===== config.mk =====
export PLATFORM = sky130hd
export DESIGN_NAME = idle_stop_power_mode_control
export DESIGN_NICKNAME = d
export VERILOG_FILES = /design/src/hdl/power_mode_pkg.sv /design/src/hdl/idle_stop_power_mode_control.sv
export SDC_FILE = /design/constraint.sdc
export NUM_CORES = 1
export LEC_CHECK = 0
export ABC_AREA = 1
export ABC_CLOCK_PERIOD_IN_PS = 2230
export CORE_MARGIN = 4
export CORE_UTILIZATION = 35
export CTS_BUF_LIST = sky130_fd_sc_hd__clkbuf_16
export CTS_CLUSTER_DIAMETER = 120
export DETAILED_ROUTE_END_ITERATION = 10
export DONT_BUFFER_PORTS = 1
export PLACE_DENSITY = 0.54
export SLEW_MARGIN = 15
export SYNTH_ARGS = -nofsm -noshare
export SYNTH_HDL_FRONTEND = slang
export SYNTH_SLANG_ARGS = --single-unit

===== constraint.sdc =====
create_clock -name core_clk -period 2.23 [get_ports core_clk]
set_input_delay 0.446 -clock core_clk [delete_from_list [all_inputs] [get_ports core_clk]]
set_output_delay 0.446 -clock core_clk [all_outputs]
set_load 0.02 [all_outputs]

===== src/hdl/power_mode_pkg.sv =====
package power_mode_pkg;
  localparam logic [7:0] ADDR_POWER_MODE_CONTROL = 8'h00;
  localparam logic [7:0] ADDR_REGULATOR_CONTROL = 8'h01;
  localparam logic [7:0] ADDR_MODE_STATUS = 8'h02;
  localparam logic [7:0] POWER_MODE_CONTROL_RESET = 8'h00;
  localparam logic [7:0] REGULATOR_CONTROL_RESET = 8'h00;
  localparam int IDLE_SEL_BIT = 0;
  localparam int STOP_SEL_BIT = 1;
  localparam int SOFT_FLAGS_LSB = 2;
  localparam int SOFT_FLAGS_MSB = 7;
  localparam int STOP_SHUTDOWN_BIT = 3;
  localparam logic [15:0] RESET_VECTOR = 16'h0000;

  typedef enum logic [1:0] {
    MODE_RUN = 2'b00,
    MODE_IDLE = 2'b01,
    MODE_STOP = 2'b10
  } power_mode_t;

  typedef struct packed {
    logic [7:0] addr;
    logic [7:0] wdata;
    logic wr;
    logic rd;
  } reg_req_t;

  typedef struct packed {
    logic watchdog;
    logic missing_clock;
    logic supply_monitor;
    logic comparator;
    logic pin;
  } reset_src_t;
endpackage


===== src/hdl/idle_stop_power_mode_control.sv =====
// Contract
// - idle bit write halts core after instruction
// - idle keeps oscillator, peripherals, contents alive; core clock gated
// - enabled interrupt ends idle, clears bit
// - resume after the idle-setting instruction
// - reset ends idle, restart at zero
// - watchdog reset still ends idle
// - stop bit write enters stop after instruction
// - stop halts oscillator, core, digital peripherals
// - only reset ends stop, restart zero
// - missing clock detector reset ends stop
// - regulator on in stop by default
// - shutdown setting: only pin or power
// - stop and idle bits read zero
// - bits 7:2 plain software flags
// - unused digital peripherals clock gated off
// - shutdown setting is regulator control bit 3
`timescale 1ns/1ps
`default_nettype none
module idle_stop_power_mode_control
  import power_mode_pkg::*;
(
  input wire logic core_clk,
  input wire logic arst_n,
  input wire logic [7:0] reg_addr,
  input wire logic [7:0] reg_wdata,
  input wire logic reg_wr,
  input wire logic reg_rd,
  output logic [7:0] reg_rdata,
  input wire logic instr_done,
  input wire logic irq_pending,
  input wire reset_src_t reset_req,
  input wire logic [7:0] periph_in_use,
  output logic core_run,
  output logic core_clk_en,
  output logic [7:0] periph_clk_en,
  output logic int_osc_en,
  output logic regulator_en,
  output logic device_reset,
  output logic [15:0] restart_vector,
  output logic [1:0] mode
);
  reg_req_t req;
  power_mode_t state;
  power_mode_t next_state;
  logic [5:0] soft_flags;
  logic stop_shutdown;
  logic pend_idle;
  logic pend_stop;
  logic [7:0] next_rdata;
  // reset pin stages
  logic pin_sync1;
  logic pin_sync2;
  logic pin_sync3;
  logic pin_level;
  // next output values
  logic next_core_run;
  logic next_core_clk_en;
  logic next_osc_en;
  logic next_regulator_en;
  logic [7:0] next_periph_clk_en;
  logic [1:0] next_mode;
  logic next_pend_idle;
  logic next_pend_stop;

  // register decode shared by the write and read paths
  function automatic logic addr_is(input logic [7:0] addr, input logic [7:0] offset);
    return addr == offset;
  endfunction

  // the flag field of the power mode word
  function automatic logic [5:0] flag_field(input logic [7:0] word);
    return word[SOFT_FLAGS_MSB:SOFT_FLAGS_LSB];
  endfunction

  // true for the mode that halts the oscillator
  function automatic logic is_stop(input power_mode_t m);
    return m == MODE_STOP;
  endfunction

  assign req = '{addr: reg_addr, wdata: reg_wdata, wr: reg_wr, rd: reg_rd};

  // address selects
  wire sel_pmc = addr_is(req.addr, ADDR_POWER_MODE_CONTROL);
  wire sel_reg = addr_is(req.addr, ADDR_REGULATOR_CONTROL);
  wire sel_status = addr_is(req.addr, ADDR_MODE_STATUS);
  wire wr_pmc = req.wr && sel_pmc;
  wire wr_reg = req.wr && sel_reg;
  // select bits of a power mode write
  wire req_idle = wr_pmc && req.wdata[IDLE_SEL_BIT];
  wire req_stop = wr_pmc && req.wdata[STOP_SEL_BIT];
  wire idle_wake = (state == MODE_IDLE) && irq_pending;
  wire [7:0] pmc_word = {soft_flags, 2'b00};
  wire [7:0] status_word = {6'h00, state};

  // reset pin comes from outside the clock domain
  always_ff @(posedge core_clk or negedge arst_n) begin
    if (!arst_n) begin
      pin_sync1 <= 1'b0;
      pin_sync2 <= 1'b0;
      pin_sync3 <= 1'b0;
    end else begin
      pin_sync1 <= reset_req.pin;
      pin_sync2 <= pin_sync1;
      pin_sync3 <= pin_sync2;
    end
  end

  // level moves once the last two stages agree
  always_ff @(posedge core_clk or negedge arst_n) begin
    if (!arst_n) begin
      pin_level <= 1'b0;
    end else if (pin_sync2 == pin_sync3) begin
      pin_level <= pin_sync3;
    end
  end

  // stop wakes only from reset; a shut regulator leaves only the pin
  wire any_reset = pin_level || reset_req.watchdog || reset_req.missing_clock ||
                   reset_req.supply_monitor || reset_req.comparator;
  wire stop_reset = stop_shutdown ? pin_level : any_reset;
  wire wake_reset = is_stop(state) ? stop_reset : any_reset;

  // requests wait until the writing instruction has completed
  wire go_stop = (pend_stop || req_stop) && instr_done;
  wire go_idle = (pend_idle || req_idle) && instr_done;

  // mode sequence
  always_comb begin
    next_state = state;
    case (state)
      MODE_RUN: begin
        if (go_stop) begin
          next_state = MODE_STOP;
        end else if (go_idle) begin
          next_state = MODE_IDLE;
        end
      end
      MODE_IDLE: begin
        if (idle_wake) begin
          next_state = MODE_RUN;
        end
      end
      MODE_STOP: begin
        next_state = MODE_STOP;
      end
      default: begin
        next_state = MODE_RUN;
      end
    endcase
  end

  // current mode
  always_ff @(posedge core_clk or negedge arst_n) begin
    if (!arst_n) begin
      state <= MODE_RUN;
    end else if (wake_reset) begin
      state <= MODE_RUN;
    end else begin
      state <= next_state;
    end
  end

  // a request seen before the instruction ends is held until it does
  assign next_pend_idle = (state == MODE_RUN) && !instr_done && (pend_idle || req_idle);
  assign next_pend_stop = (state == MODE_RUN) && !instr_done && (pend_stop || req_stop);

  always_ff @(posedge core_clk or negedge arst_n) begin
    if (!arst_n) begin
      pend_idle <= 1'b0;
      pend_stop <= 1'b0;
    end else if (wake_reset) begin
      pend_idle <= 1'b0;
      pend_stop <= 1'b0;
    end else begin
      pend_idle <= next_pend_idle;
      pend_stop <= next_pend_stop;
    end
  end

  // software flags survive idle, not reset
  always_ff @(posedge core_clk or negedge arst_n) begin
    if (!arst_n) begin
      soft_flags <= POWER_MODE_CONTROL_RESET[SOFT_FLAGS_MSB:SOFT_FLAGS_LSB];
    end else if (wake_reset) begin
      soft_flags <= flag_field(POWER_MODE_CONTROL_RESET);
    end else if (wr_pmc) begin
      soft_flags <= flag_field(req.wdata);
    end
  end

  // regulator setting
  always_ff @(posedge core_clk or negedge arst_n) begin
    if (!arst_n) begin
      stop_shutdown <= REGULATOR_CONTROL_RESET[STOP_SHUTDOWN_BIT];
    end else if (wake_reset) begin
      stop_shutdown <= REGULATOR_CONTROL_RESET[STOP_SHUTDOWN_BIT];
    end else if (wr_reg) begin
      stop_shutdown <= req.wdata[STOP_SHUTDOWN_BIT];
    end
  end

  // select bits always read zero; other addresses read zero
  always_comb begin
    next_rdata = 8'h00;
    if (sel_pmc) begin
      next_rdata = pmc_word;
    end else if (sel_reg) begin
      next_rdata[STOP_SHUTDOWN_BIT] = stop_shutdown;
    end else if (sel_status) begin
      next_rdata = status_word;
    end
  end

  // read data stands the cycle after the strobe
  always_ff @(posedge core_clk or negedge arst_n) begin
    if (!arst_n) begin
      reg_rdata <= 8'h00;
    end else if (req.rd) begin
      reg_rdata <= next_rdata;
    end
  end

  // levels follow the mode being entered; a wake forces run
  assign next_core_run = (next_state == MODE_RUN) || wake_reset;
  assign next_core_clk_en = next_core_run;
  assign next_osc_en = !is_stop(next_state) || wake_reset;
  // idle keeps peripherals clocked, stop halts them, unused ones gated
  assign next_periph_clk_en = (is_stop(next_state) && !wake_reset) ? 8'h00 : periph_in_use;
  assign next_regulator_en = !(is_stop(next_state) && stop_shutdown && !wake_reset);
  assign next_mode = wake_reset ? MODE_RUN : next_state;

  // core halt
  always_ff @(posedge core_clk or negedge arst_n) begin
    if (!arst_n) begin
      core_run <= 1'b1;
    end else begin
      core_run <= next_core_run;
    end
  end

  // core clock gate
  always_ff @(posedge core_clk or negedge arst_n) begin
    if (!arst_n) begin
      core_clk_en <= 1'b1;
    end else begin
      core_clk_en <= next_core_clk_en;
    end
  end

  // peripheral clock gates
  always_ff @(posedge core_clk or negedge arst_n) begin
    if (!arst_n) begin
      periph_clk_en <= 8'h00;
    end else begin
      periph_clk_en <= next_periph_clk_en;
    end
  end

  // internal oscillator
  always_ff @(posedge core_clk or negedge arst_n) begin
    if (!arst_n) begin
      int_osc_en <= 1'b1;
    end else begin
      int_osc_en <= next_osc_en;
    end
  end

  // core regulator
  always_ff @(posedge core_clk or negedge arst_n) begin
    if (!arst_n) begin
      regulator_en <= 1'b1;
    end else begin
      regulator_en <= next_regulator_en;
    end
  end

  // normal reset sequence request
  always_ff @(posedge core_clk or negedge arst_n) begin
    if (!arst_n) begin
      device_reset <= 1'b0;
    end else begin
      device_reset <= wake_reset;
    end
  end

  // visible mode
  always_ff @(posedge core_clk or negedge arst_n) begin
    if (!arst_n) begin
      mode <= MODE_RUN;
    end else begin
      mode <= next_mode;
    end
  end

  assign restart_vector = RESET_VECTOR;
endmodule
`default_nettype wire


---- Yosys cells after proc, flatten, opt, wreduce, memory -nomap -nowiden ----
Cells that the tools add are included.
operators by class
  eq/ne operators ......................... 6
  multiplexer cells ....................... 18
  reductions and logical operators ........ 30
operators with widths
  operator            number
  $mux 8              2
  $logic_and 1x1->1   13
  $mux 2              6
  $mux 6              2
  $eq 8x1->1 const B  1
  $eq 8x2->1 const B  1
  $logic_not 8->1     1
  $logic_or 1x1->1    8
  $mux 1              7
  $pmux 2 s3          1
  $eq 2x2->1 const B  2
  $logic_not 1->1     4
  $logic_not 2->1     2
  $reduce_bool 2->1   2
  $eq 2x1->1 const B  1
  $eq 1x1->1          1
storage, ports and cells
  flip-flop bits (word level) ............. 35
  input bits .............................. 35
  output and inout port bits .............. 39
  logic and storage cells ................. 69

---- Logic depth before layout (Yosys ltp) ----
Gate-level depths: netlist (run 1).
  depth in word-level cells ............... 12
  gate-level depth with buffers ........... 9
  depth with buffers taken out ............ 9

---- Worst setup path after synthesis (run 1) ----
Ideal clock, no wire load.
  path type ............................... input port to flip-flop
  start ................................... in reg_addr[7]
  end ..................................... reg periph_clk_en[0]
  library setup time ...................... 0.113 ns
  arrival time ............................ 1.311 ns
  data required time ...................... 2.117 ns
  path slack .............................. 0.806 ns
  stages .................................. 9
  path buffers ............................ 1
  path through ............................ nor2_2 nand2_2 nor2_4 nand3_2 nand2_2 nand2_2 a21oi_4 buf_12 nor2_2
between the ends
  longest elaborated chain between the ends .. 11
  elaborated cells between the ends (all ways) .. 14
  classes of those cells .................. 1 x eq/ne; 4 x mux; 9 x reduce/logical
RTL lines
  element                    RTL line                             text
  from (decl)                idle_stop_power_mode_control.sv:25   input wire logic [7:0] reg_addr,
  $logic_not 8->1 (*)        idle_stop_power_mode_control.sv:68   return addr == offset;
  $logic_and 1x1->1 (*)      idle_stop_power_mode_control.sv:87   wire wr_pmc = req.wr && sel_pmc;
  $logic_and 1x1->1          idle_stop_power_mode_control.sv:90   wire req_idle = wr_pmc && req.wdata[IDLE_SEL_BIT];
  $logic_or 1x1->1           idle_stop_power_mode_control.sv:126  wire go_idle = (pend_idle || req_idle) && instr_done;
  $logic_and 1x1->1          idle_stop_power_mode_control.sv:126
  $mux 2                     idle_stop_power_mode_control.sv:135  end else if (go_idle) begin
  $mux 2 (*)                 idle_stop_power_mode_control.sv:133  if (go_stop) begin
  $pmux 2 s3 (*)             idle_stop_power_mode_control.sv:131  case (state)
  $eq 2x2->1 (*)             idle_stop_power_mode_control.sv:78   return m == MODE_STOP;
  $logic_and 1x1->1 (*)      idle_stop_power_mode_control.sv:229  assign next_periph_clk_en = (is_stop(next_state) && !wake_reset) ? 8'h00 : periph_in_use;
  $mux 8 (*)                 idle_stop_power_mode_control.sv:229
  net next_periph_clk_en[0]  idle_stop_power_mode_control.sv:61   logic [7:0] next_periph_clk_en;
  to (signal assigned)       idle_stop_power_mode_control.sv:256  periph_clk_en <= next_periph_clk_en;
  to (decl)                  idle_stop_power_mode_control.sv:36   output logic [7:0] periph_clk_en,
Mark *: on every way through the listed nets, which the timed path passes. The rest lies on a longest branch.
A chain may end at the register's enable or synchronous reset.

==> out/summary.txt, run 1 <==
Worst reg-to-reg setup slack: 0.58 ns
Die width: 75.8 µm
Arrival time worst endpoint: 1.79 ns
Most frequent cells in the layout: dfrtp_1 (32), inv_1 (22), nand2_1 (20), conb_1 (16), nand3_1 (14)
I/O pin count: 74
Yosys warning total: 0
Count of pins over their slew limit: 0
Fin. Hold Viols: 0
Status: complete, no violations
Post-Synthesis Cells: 164
Worst setup path endpoint: periph_clk_en[7]
Clock Pin Slew Worst Setup and Hold Paths: 0.05 ns
DR vias/cell: 4.61
Setup_tns: 0 ns
Worst-case vdd ir drop: 0.000391 V
Row Count: 24
TritonCTS clock tree: yes
Hold slack: 0.200 ns
DR iter-0 viols: 48
Unique masters post-synth: 25
Share of cells above drive strength 1: 19.5%
Mux cell area share after synthesis: 0%
Synth area leaders: dfrtp_1 (50%), buf_4 (7.9%), dfstp_2 (4.9%), inv_1 (4.9%), nand2_1 (4.7%)
Overflow after GRT: 0
Post-Route WL: 3.17 mm
Int Pwr: 1.07 mW
Pleak: 0.801 nW
Yosys top cell area share: 49.8%
Clk Latency, worst-skew pair: 0.27 ns
Largest net degree at the start of global routing: 33
Vias in the first global route: 1007
Commonest non-fill, non-tap cell in the layout: dfrtp_1
Hold Path Class: in -> reg
Dominant cell type by area after synthesis: dfrtp_1
# port buffers: 0
Area grow syn2layout: 7.78%
CP Class: reg -> reg
Sequential area share after synthesis: 54.7%
Flops & latches, synth: 35
Simple-gate share of the synthesized area: 21.1%
Critical Path Sink Type: register
First-pass GRT wire length: 4.80 mm
Minimum clock period: 1.65 ns
Setup Viol. Count Final: 0
Fin crit share: 74.0%
Critical R2R Capture: periph_clk_en[7]
RD Place Congestion: 0.719
Switching fraction of total power: 22.0%
Tot GR Track Use: 11.7%
Synth Area in XOR/XNOR: 0%
Die Y: 75.8 µm
First-pass DRT Iterations: 4
FF-to-FF path depth: 5
Drt wl/cell: 14.4 µm
# H-tree levels: 2
Clock power share: 45.7%
Via count: 1018
Fin Clk Skew: 0.00287 ns
Initial core utilization: 36.4%
Max cap viols: 0
WP data required: 2.37 ns
Reg-to-reg startpoint: mode[1]
Critical Path Start: mode[1]
Drt drc: 0
Clock sink total: 35
CTS buffer count: 5
Crit-path max FO: 12
Clk root buf: clkbuf_16
Final ANT Viol Nets: 0
P_sw: 303 µW
Post-DP HPWL: 2.40 mm
FMAX: 0.606 GHz
Final #Nets: 203
Main combinational cell family by area after synthesis: simple AND/OR/NAND/NOR gates
Post-CTS Setup Inserts: 0
Die ar.: 5740 µm²
RSZ-0062 raised after global routing: no
Critical path startpoint category: register
Synth Area in Compound Gates: 7.63%
Combinational share of power: 5.5%
Seq pwr share: 48.8%
Antenna fix cells: 0
Max Buffers Root-to-Sink: 2
Area of the core: 4410 µm²
Syn Area/Cell: 9.80 µm²
Netlist Area Pre-Place: 1610 µm²
Initial antenna violation count: 0
PwrDens: 792 nW/µm²
Synth Area in Adders: 0.623%
==> registers in the layout, indices dropped and copies added (netlist names), 2 cells and up <==
signal and flops:
reg_rdata 8, periph_clk_en 8, mode 2, soft_flags 6
==> worst max-delay path, stage by stage (launching register included) <==
cell and delay (ns):
dfrtp_1 0.56, inv_2 0.13, o31ai_4 0.21, nand3b_1 0.15, a21oi_4 0.40, nor2_1 0.07
==> routing by layer <==
metal | share of wire, % | GRT usage [%] | vias up
li1 | - | - | 485
met1 | 41 | 13.8 | 468
met2 | 46 | 18.1 | 59
met3 | 11 | 5.41 | 6
met4 | 1.5 | 5.24 | 0
met5 | 0 | 0 | -
==> what timing repair did <==
item | 4_1_cts | 5_1_grt
resized for setup | 0 | 0
hold buffers | 1 | 1
hold endpoints to repair | 32 | 8
==> logic make-up after synthesis <==
group / Yosys count
compound gates: 17
fa+ha+maj: 1
buf+inv: 44
flops: 35
other cells: 1
simple gates: 66
==> layout make-up <==
class	instances	area, µm²
clock inverters	3	11.3
clock buffers	5	125
well taps	52	65.1
repair buffers	2	30.0
multi-input cells	100	532
flip-flops and latches	35	880
fillers	440	2680
inverters	24	90.1
==> synthesized netlist by cell type (all sizes together) <==
library cell and number:
nor3b 1, dfstp 3, nand2 27, inv 24
o21ai 5, buf 19, nor2 20, a21oi 7
maj3 1, conb 1, dfrtp 32, nor3 1
o31ai 5, nand3b 2, nand3 15, clkbuf 1
==> worst min path at each step <==
stage,endpoint,slack [ns],start,cells past startpoint
2_1_floorplan,device_reset,0.15,arst_n,0
3_3_place_gp,reg_rdata[0],0.15,arst_n,0
3_5_place_dp,reg_rdata[0],0.15,arst_n,0
4_1_cts,reg_rdata[6],0.0009,arst_n,1
5_1_grt,pin_sync1,0.18,reset_req[0],0
6_report,pin_sync1,0.20,reset_req[0],0
==> power groups by stage <==
stage               clock network (mW)  registers (mW)  logic, mW
global placement                     0           0.681     0.0555
CTS                              0.652           0.670     0.0725
global route                     0.688           0.671     0.0859
detailed placement                   0           0.680     0.0571
floorplan                            0           0.678     0.0753
finish                           0.628           0.670     0.0751
==> per-stage QoR <==
stage	worst slack, ns	instance area, µm²	power [mW]	cells	utilization [%]
2_1_floorplan	0.806	1660	0.753	179	-
3_3_place_gp	0.558	1570	0.736	211	35.5
3_5_place_dp	0.524	1570	0.737	211	35.5
4_1_cts	0.554	1720	1.40	220	39.0
5_1_grt	0.436	1730	1.44	221	39.3
6_report	0.579	1730	1.37	221	39.3
No activity file was read; power rests on OpenSTA's default activity.
==> run 2, diff against run 1 <==
--- a/config.mk
+++ b/config.mk
@@ -5,15 +5,15 @@
 export SDC_FILE = /design/constraint.sdc
 export NUM_CORES = 1
 export LEC_CHECK = 0
-export ABC_AREA = 1
-export ABC_CLOCK_PERIOD_IN_PS = 2230
+export ABC_AREA = 0
+export ABC_CLOCK_PERIOD_IN_PS = 1400
 export CORE_MARGIN = 4
 export CORE_UTILIZATION = 35
 export CTS_BUF_LIST = sky130_fd_sc_hd__clkbuf_16
 export CTS_CLUSTER_DIAMETER = 120
 export DETAILED_ROUTE_END_ITERATION = 10
 export DONT_BUFFER_PORTS = 1
-export PLACE_DENSITY = 0.54
+export PLACE_DENSITY = 0.56
 export SLEW_MARGIN = 15
 export SYNTH_ARGS = -nofsm -noshare
 export SYNTH_HDL_FRONTEND = slang
==> constraint.sdc (replaced) <==
create_clock -name core_clk -period 1.4 [get_ports core_clk]
set_input_delay 0.28 -clock core_clk [delete_from_list [all_inputs] [get_ports core_clk]]
set_output_delay 0.28 -clock core_clk [all_outputs]
set_load 0.02 [all_outputs]
==> run 2 against run 1 <==
Synthesized area fell by 1.2%. Combinational power grew 46%. Register-to-register slack worse by 0.57 ns. Routed wire length up 1.1%. Sequential power increased by 58%. Cell count down 7.7%. Global-route usage rose by 0.28 points. Final area grew 4.8%. Synthesized cell count decreased by 16%. Sequential share of layout area down 2.2 points. Maximum frequency rose by 19%. Critical endpoint is now core_clk_en. Largest cell class unchanged. Highest routed layer is now met3.
==> out/summary.txt, run 2 <==
Flops & latches, synth: 35
Share of cells above drive strength 1: 21.1%
Tot GR Track Use: 12.0%
FF-to-FF path depth: 3
I/O pin count: 74
Via count: 1033
Area of the core: 4380 µm²
# port buffers: 0
Post-synth EDFFs: 0
Antenna fix cells: 0
# H-tree levels: 2
Post-Route WL: 3.21 mm
WP data required: 1.59 ns
Die ar.: 5680 µm²
Syn Area/Cell: 11.6 µm²
Hold_sp: reset_req[0]
First-pass DRT Iterations: 4
Number of fill cells in the layout: 428
Crit-path max FO: 3
Clk root buf: clkbuf_16
Critical Path Start: pend_stop
Reg-to-reg startpoint: pend_stop
Row Count: 24
Clock Pin Slew Worst Setup and Hold Paths: 0.05 ns
Synth Flop Type: dfrtp_1
Initial core utilization: 36.2%
Largest registers: periph_clk_en (8), reg_rdata (8), soft_flags (6)
Post-DP HPWL: 2.52 mm
Largest net degree at the start of global routing: 36
Synth area leaders: dfrtp_1 (50%), buf_4 (8.5%), dfstp_2 (5.0%), nand2_1 (4.0%), a21boi_0 (3.3%)
Arrival time worst endpoint: 1.59 ns
CP Class: reg -> reg
Hold Path Class: in -> reg
PwrDens: 1200 nW/µm²
Dominant cell type by area after synthesis: dfrtp_1
Commonest non-fill, non-tap cell in the layout: dfrtp_1
Die width: 75.4 µm
Critical path startpoint category: register
Top-count cell post-synth: dfrtp_1
Asr flop ratio synth: 100%
Setup Viol. Count Final: 0
Clock sink total: 35
Fin Clk Skew: 0.00526 ns
Synth cell count leaders: dfrtp_1 (32), buf_4 (18), nand2_1 (17), a21oi_1 (8), a21boi_0 (7)
Area grow syn2layout: 14.3%
Drt wl/cell: 15.7 µm
Worst-case vdd ir drop: 0.000673 V
Dpl ws: -0.0799 ns
FMAX: 0.718 GHz
Final #Nets: 186
Minimum clock period: 1.39 ns
Vias in the first global route: 1002
Clk Latency, worst-skew pair: 0.27 ns
Overflow after GRT: 0
Critical Path Sink Type: register
DR iter-0 viols: 66
Hold slack: 0.0354 ns
Sequential area share after synthesis: 55.4%
Max Buffers Root-to-Sink: 2
Unique masters post-synth: 44
Fin. Hold Viols: 0
Post-Synthesis Cells: 137
Netlist Area Pre-Place: 1590 µm²
First-pass GRT wire length: 5.02 mm
Hold Path Depth: 0
CTS buffer count: 5
Drt drc: 0
Max cap viols: 0
Hold EP: pin_sync1
Yosys warning total: 0
Most frequent cells in the layout: dfrtp_1 (30), nand2_1 (17), conb_1 (16), buf_4 (11), a21oi_1 (7)
Status: complete, no violations
Post-CTS Setup Inserts: 0
Final ANT Viol Nets: 0
PnR worst setup slack: 0.00677 ns
Pleak: 0.793 nW
RD Place Congestion: 0.830
RSZ-0062 raised after global routing: yes
Yosys top cell area share: 50.4%
Count of pins over their slew limit: 0
Worst reg-to-reg setup slack: 0.007 ns
TritonCTS clock tree: yes
Initial antenna violation count: 0
DR vias/cell: 5.06
Die Y: 75.4 µm
Critical R2R Capture: core_clk_en
Fin crit share: 99.5%
run 2: power breakdown:
part	switching [mW]	internal (mW)	total, mW
sequential	0.0278	1.03	1.06
clock	0.363	0.638	1.00
combinational	0.0793	0.0306	0.110
total	0.470	1.70	2.17
run 2: layer usage:
layer,wire (µm),global-route usage (%),vias up
li1,-,-,476
met1,1370,15.0,503
met2,1400,17.6,54
met3,432,7.12,0
met4,0,2.91,0
met5,0,0,-
run 2: cells by family after synthesis:
group	synth area share (%)
fa+ha+maj	0.630
buf+inv	10.4
simple gates	16.4
compound gates	15.7
flops	55.4
mux	1.34
other cells	0.236
run 2: stage by stage:
step                      cells  power [mW]  setup TNS (ns)  utilization [%]  cell area (µm²)
after global routing        204        2.28         -0.0962             41.4             1820
final                       204        2.17               0             41.4             1820
after detailed placement    194        1.16          -0.844             37.4             1640
after CTS                   204        2.20         -0.0111             41.2             1810
after global placement      194        1.16          -0.321             37.4             1640
after floorplan             152        1.18          -0.447                -             1650
run 2: worst max-delay path by stage:
stage               depth (start not counted)     endpoint  slack (ns)
detailed placement                          5  core_clk_en       -0.08
global route                                3      mode[0]       -0.05
CTS                                         3      mode[0]       -0.01
finish                                      3  core_clk_en       0.007
global placement                            5  core_clk_en       -0.05
floorplan                                   4  core_clk_en       -0.08
run 2: final cells by class:
class | instances | area (µm²) | area share [%]
flip-flops and latches | 35 | 882 | 48.6
clock buffers | 5 | 125 | 6.89
inverters | 1 | 3.75 | 0.207
repair buffers | 14 | 124 | 6.82
clock inverters | 3 | 11.3 | 0.620
multi-input cells | 94 | 604 | 33.3
well taps | 52 | 65.1 | 3.58
run 2: what timing repair did:
item,4_1_cts,5_1_grt
endpoints found under the hold margin,35,0
pin swaps,0,1
setup endpoints to repair,1,12
hold buffers,2,0
resized for setup,0,3
run 2: worst max-delay path, stage by stage (launching register included):
cell and delay [ns]:
dfrtp_1 0.39, or4b_1 0.52, a211o_1 0.28, a2bb2oi_1 0.14
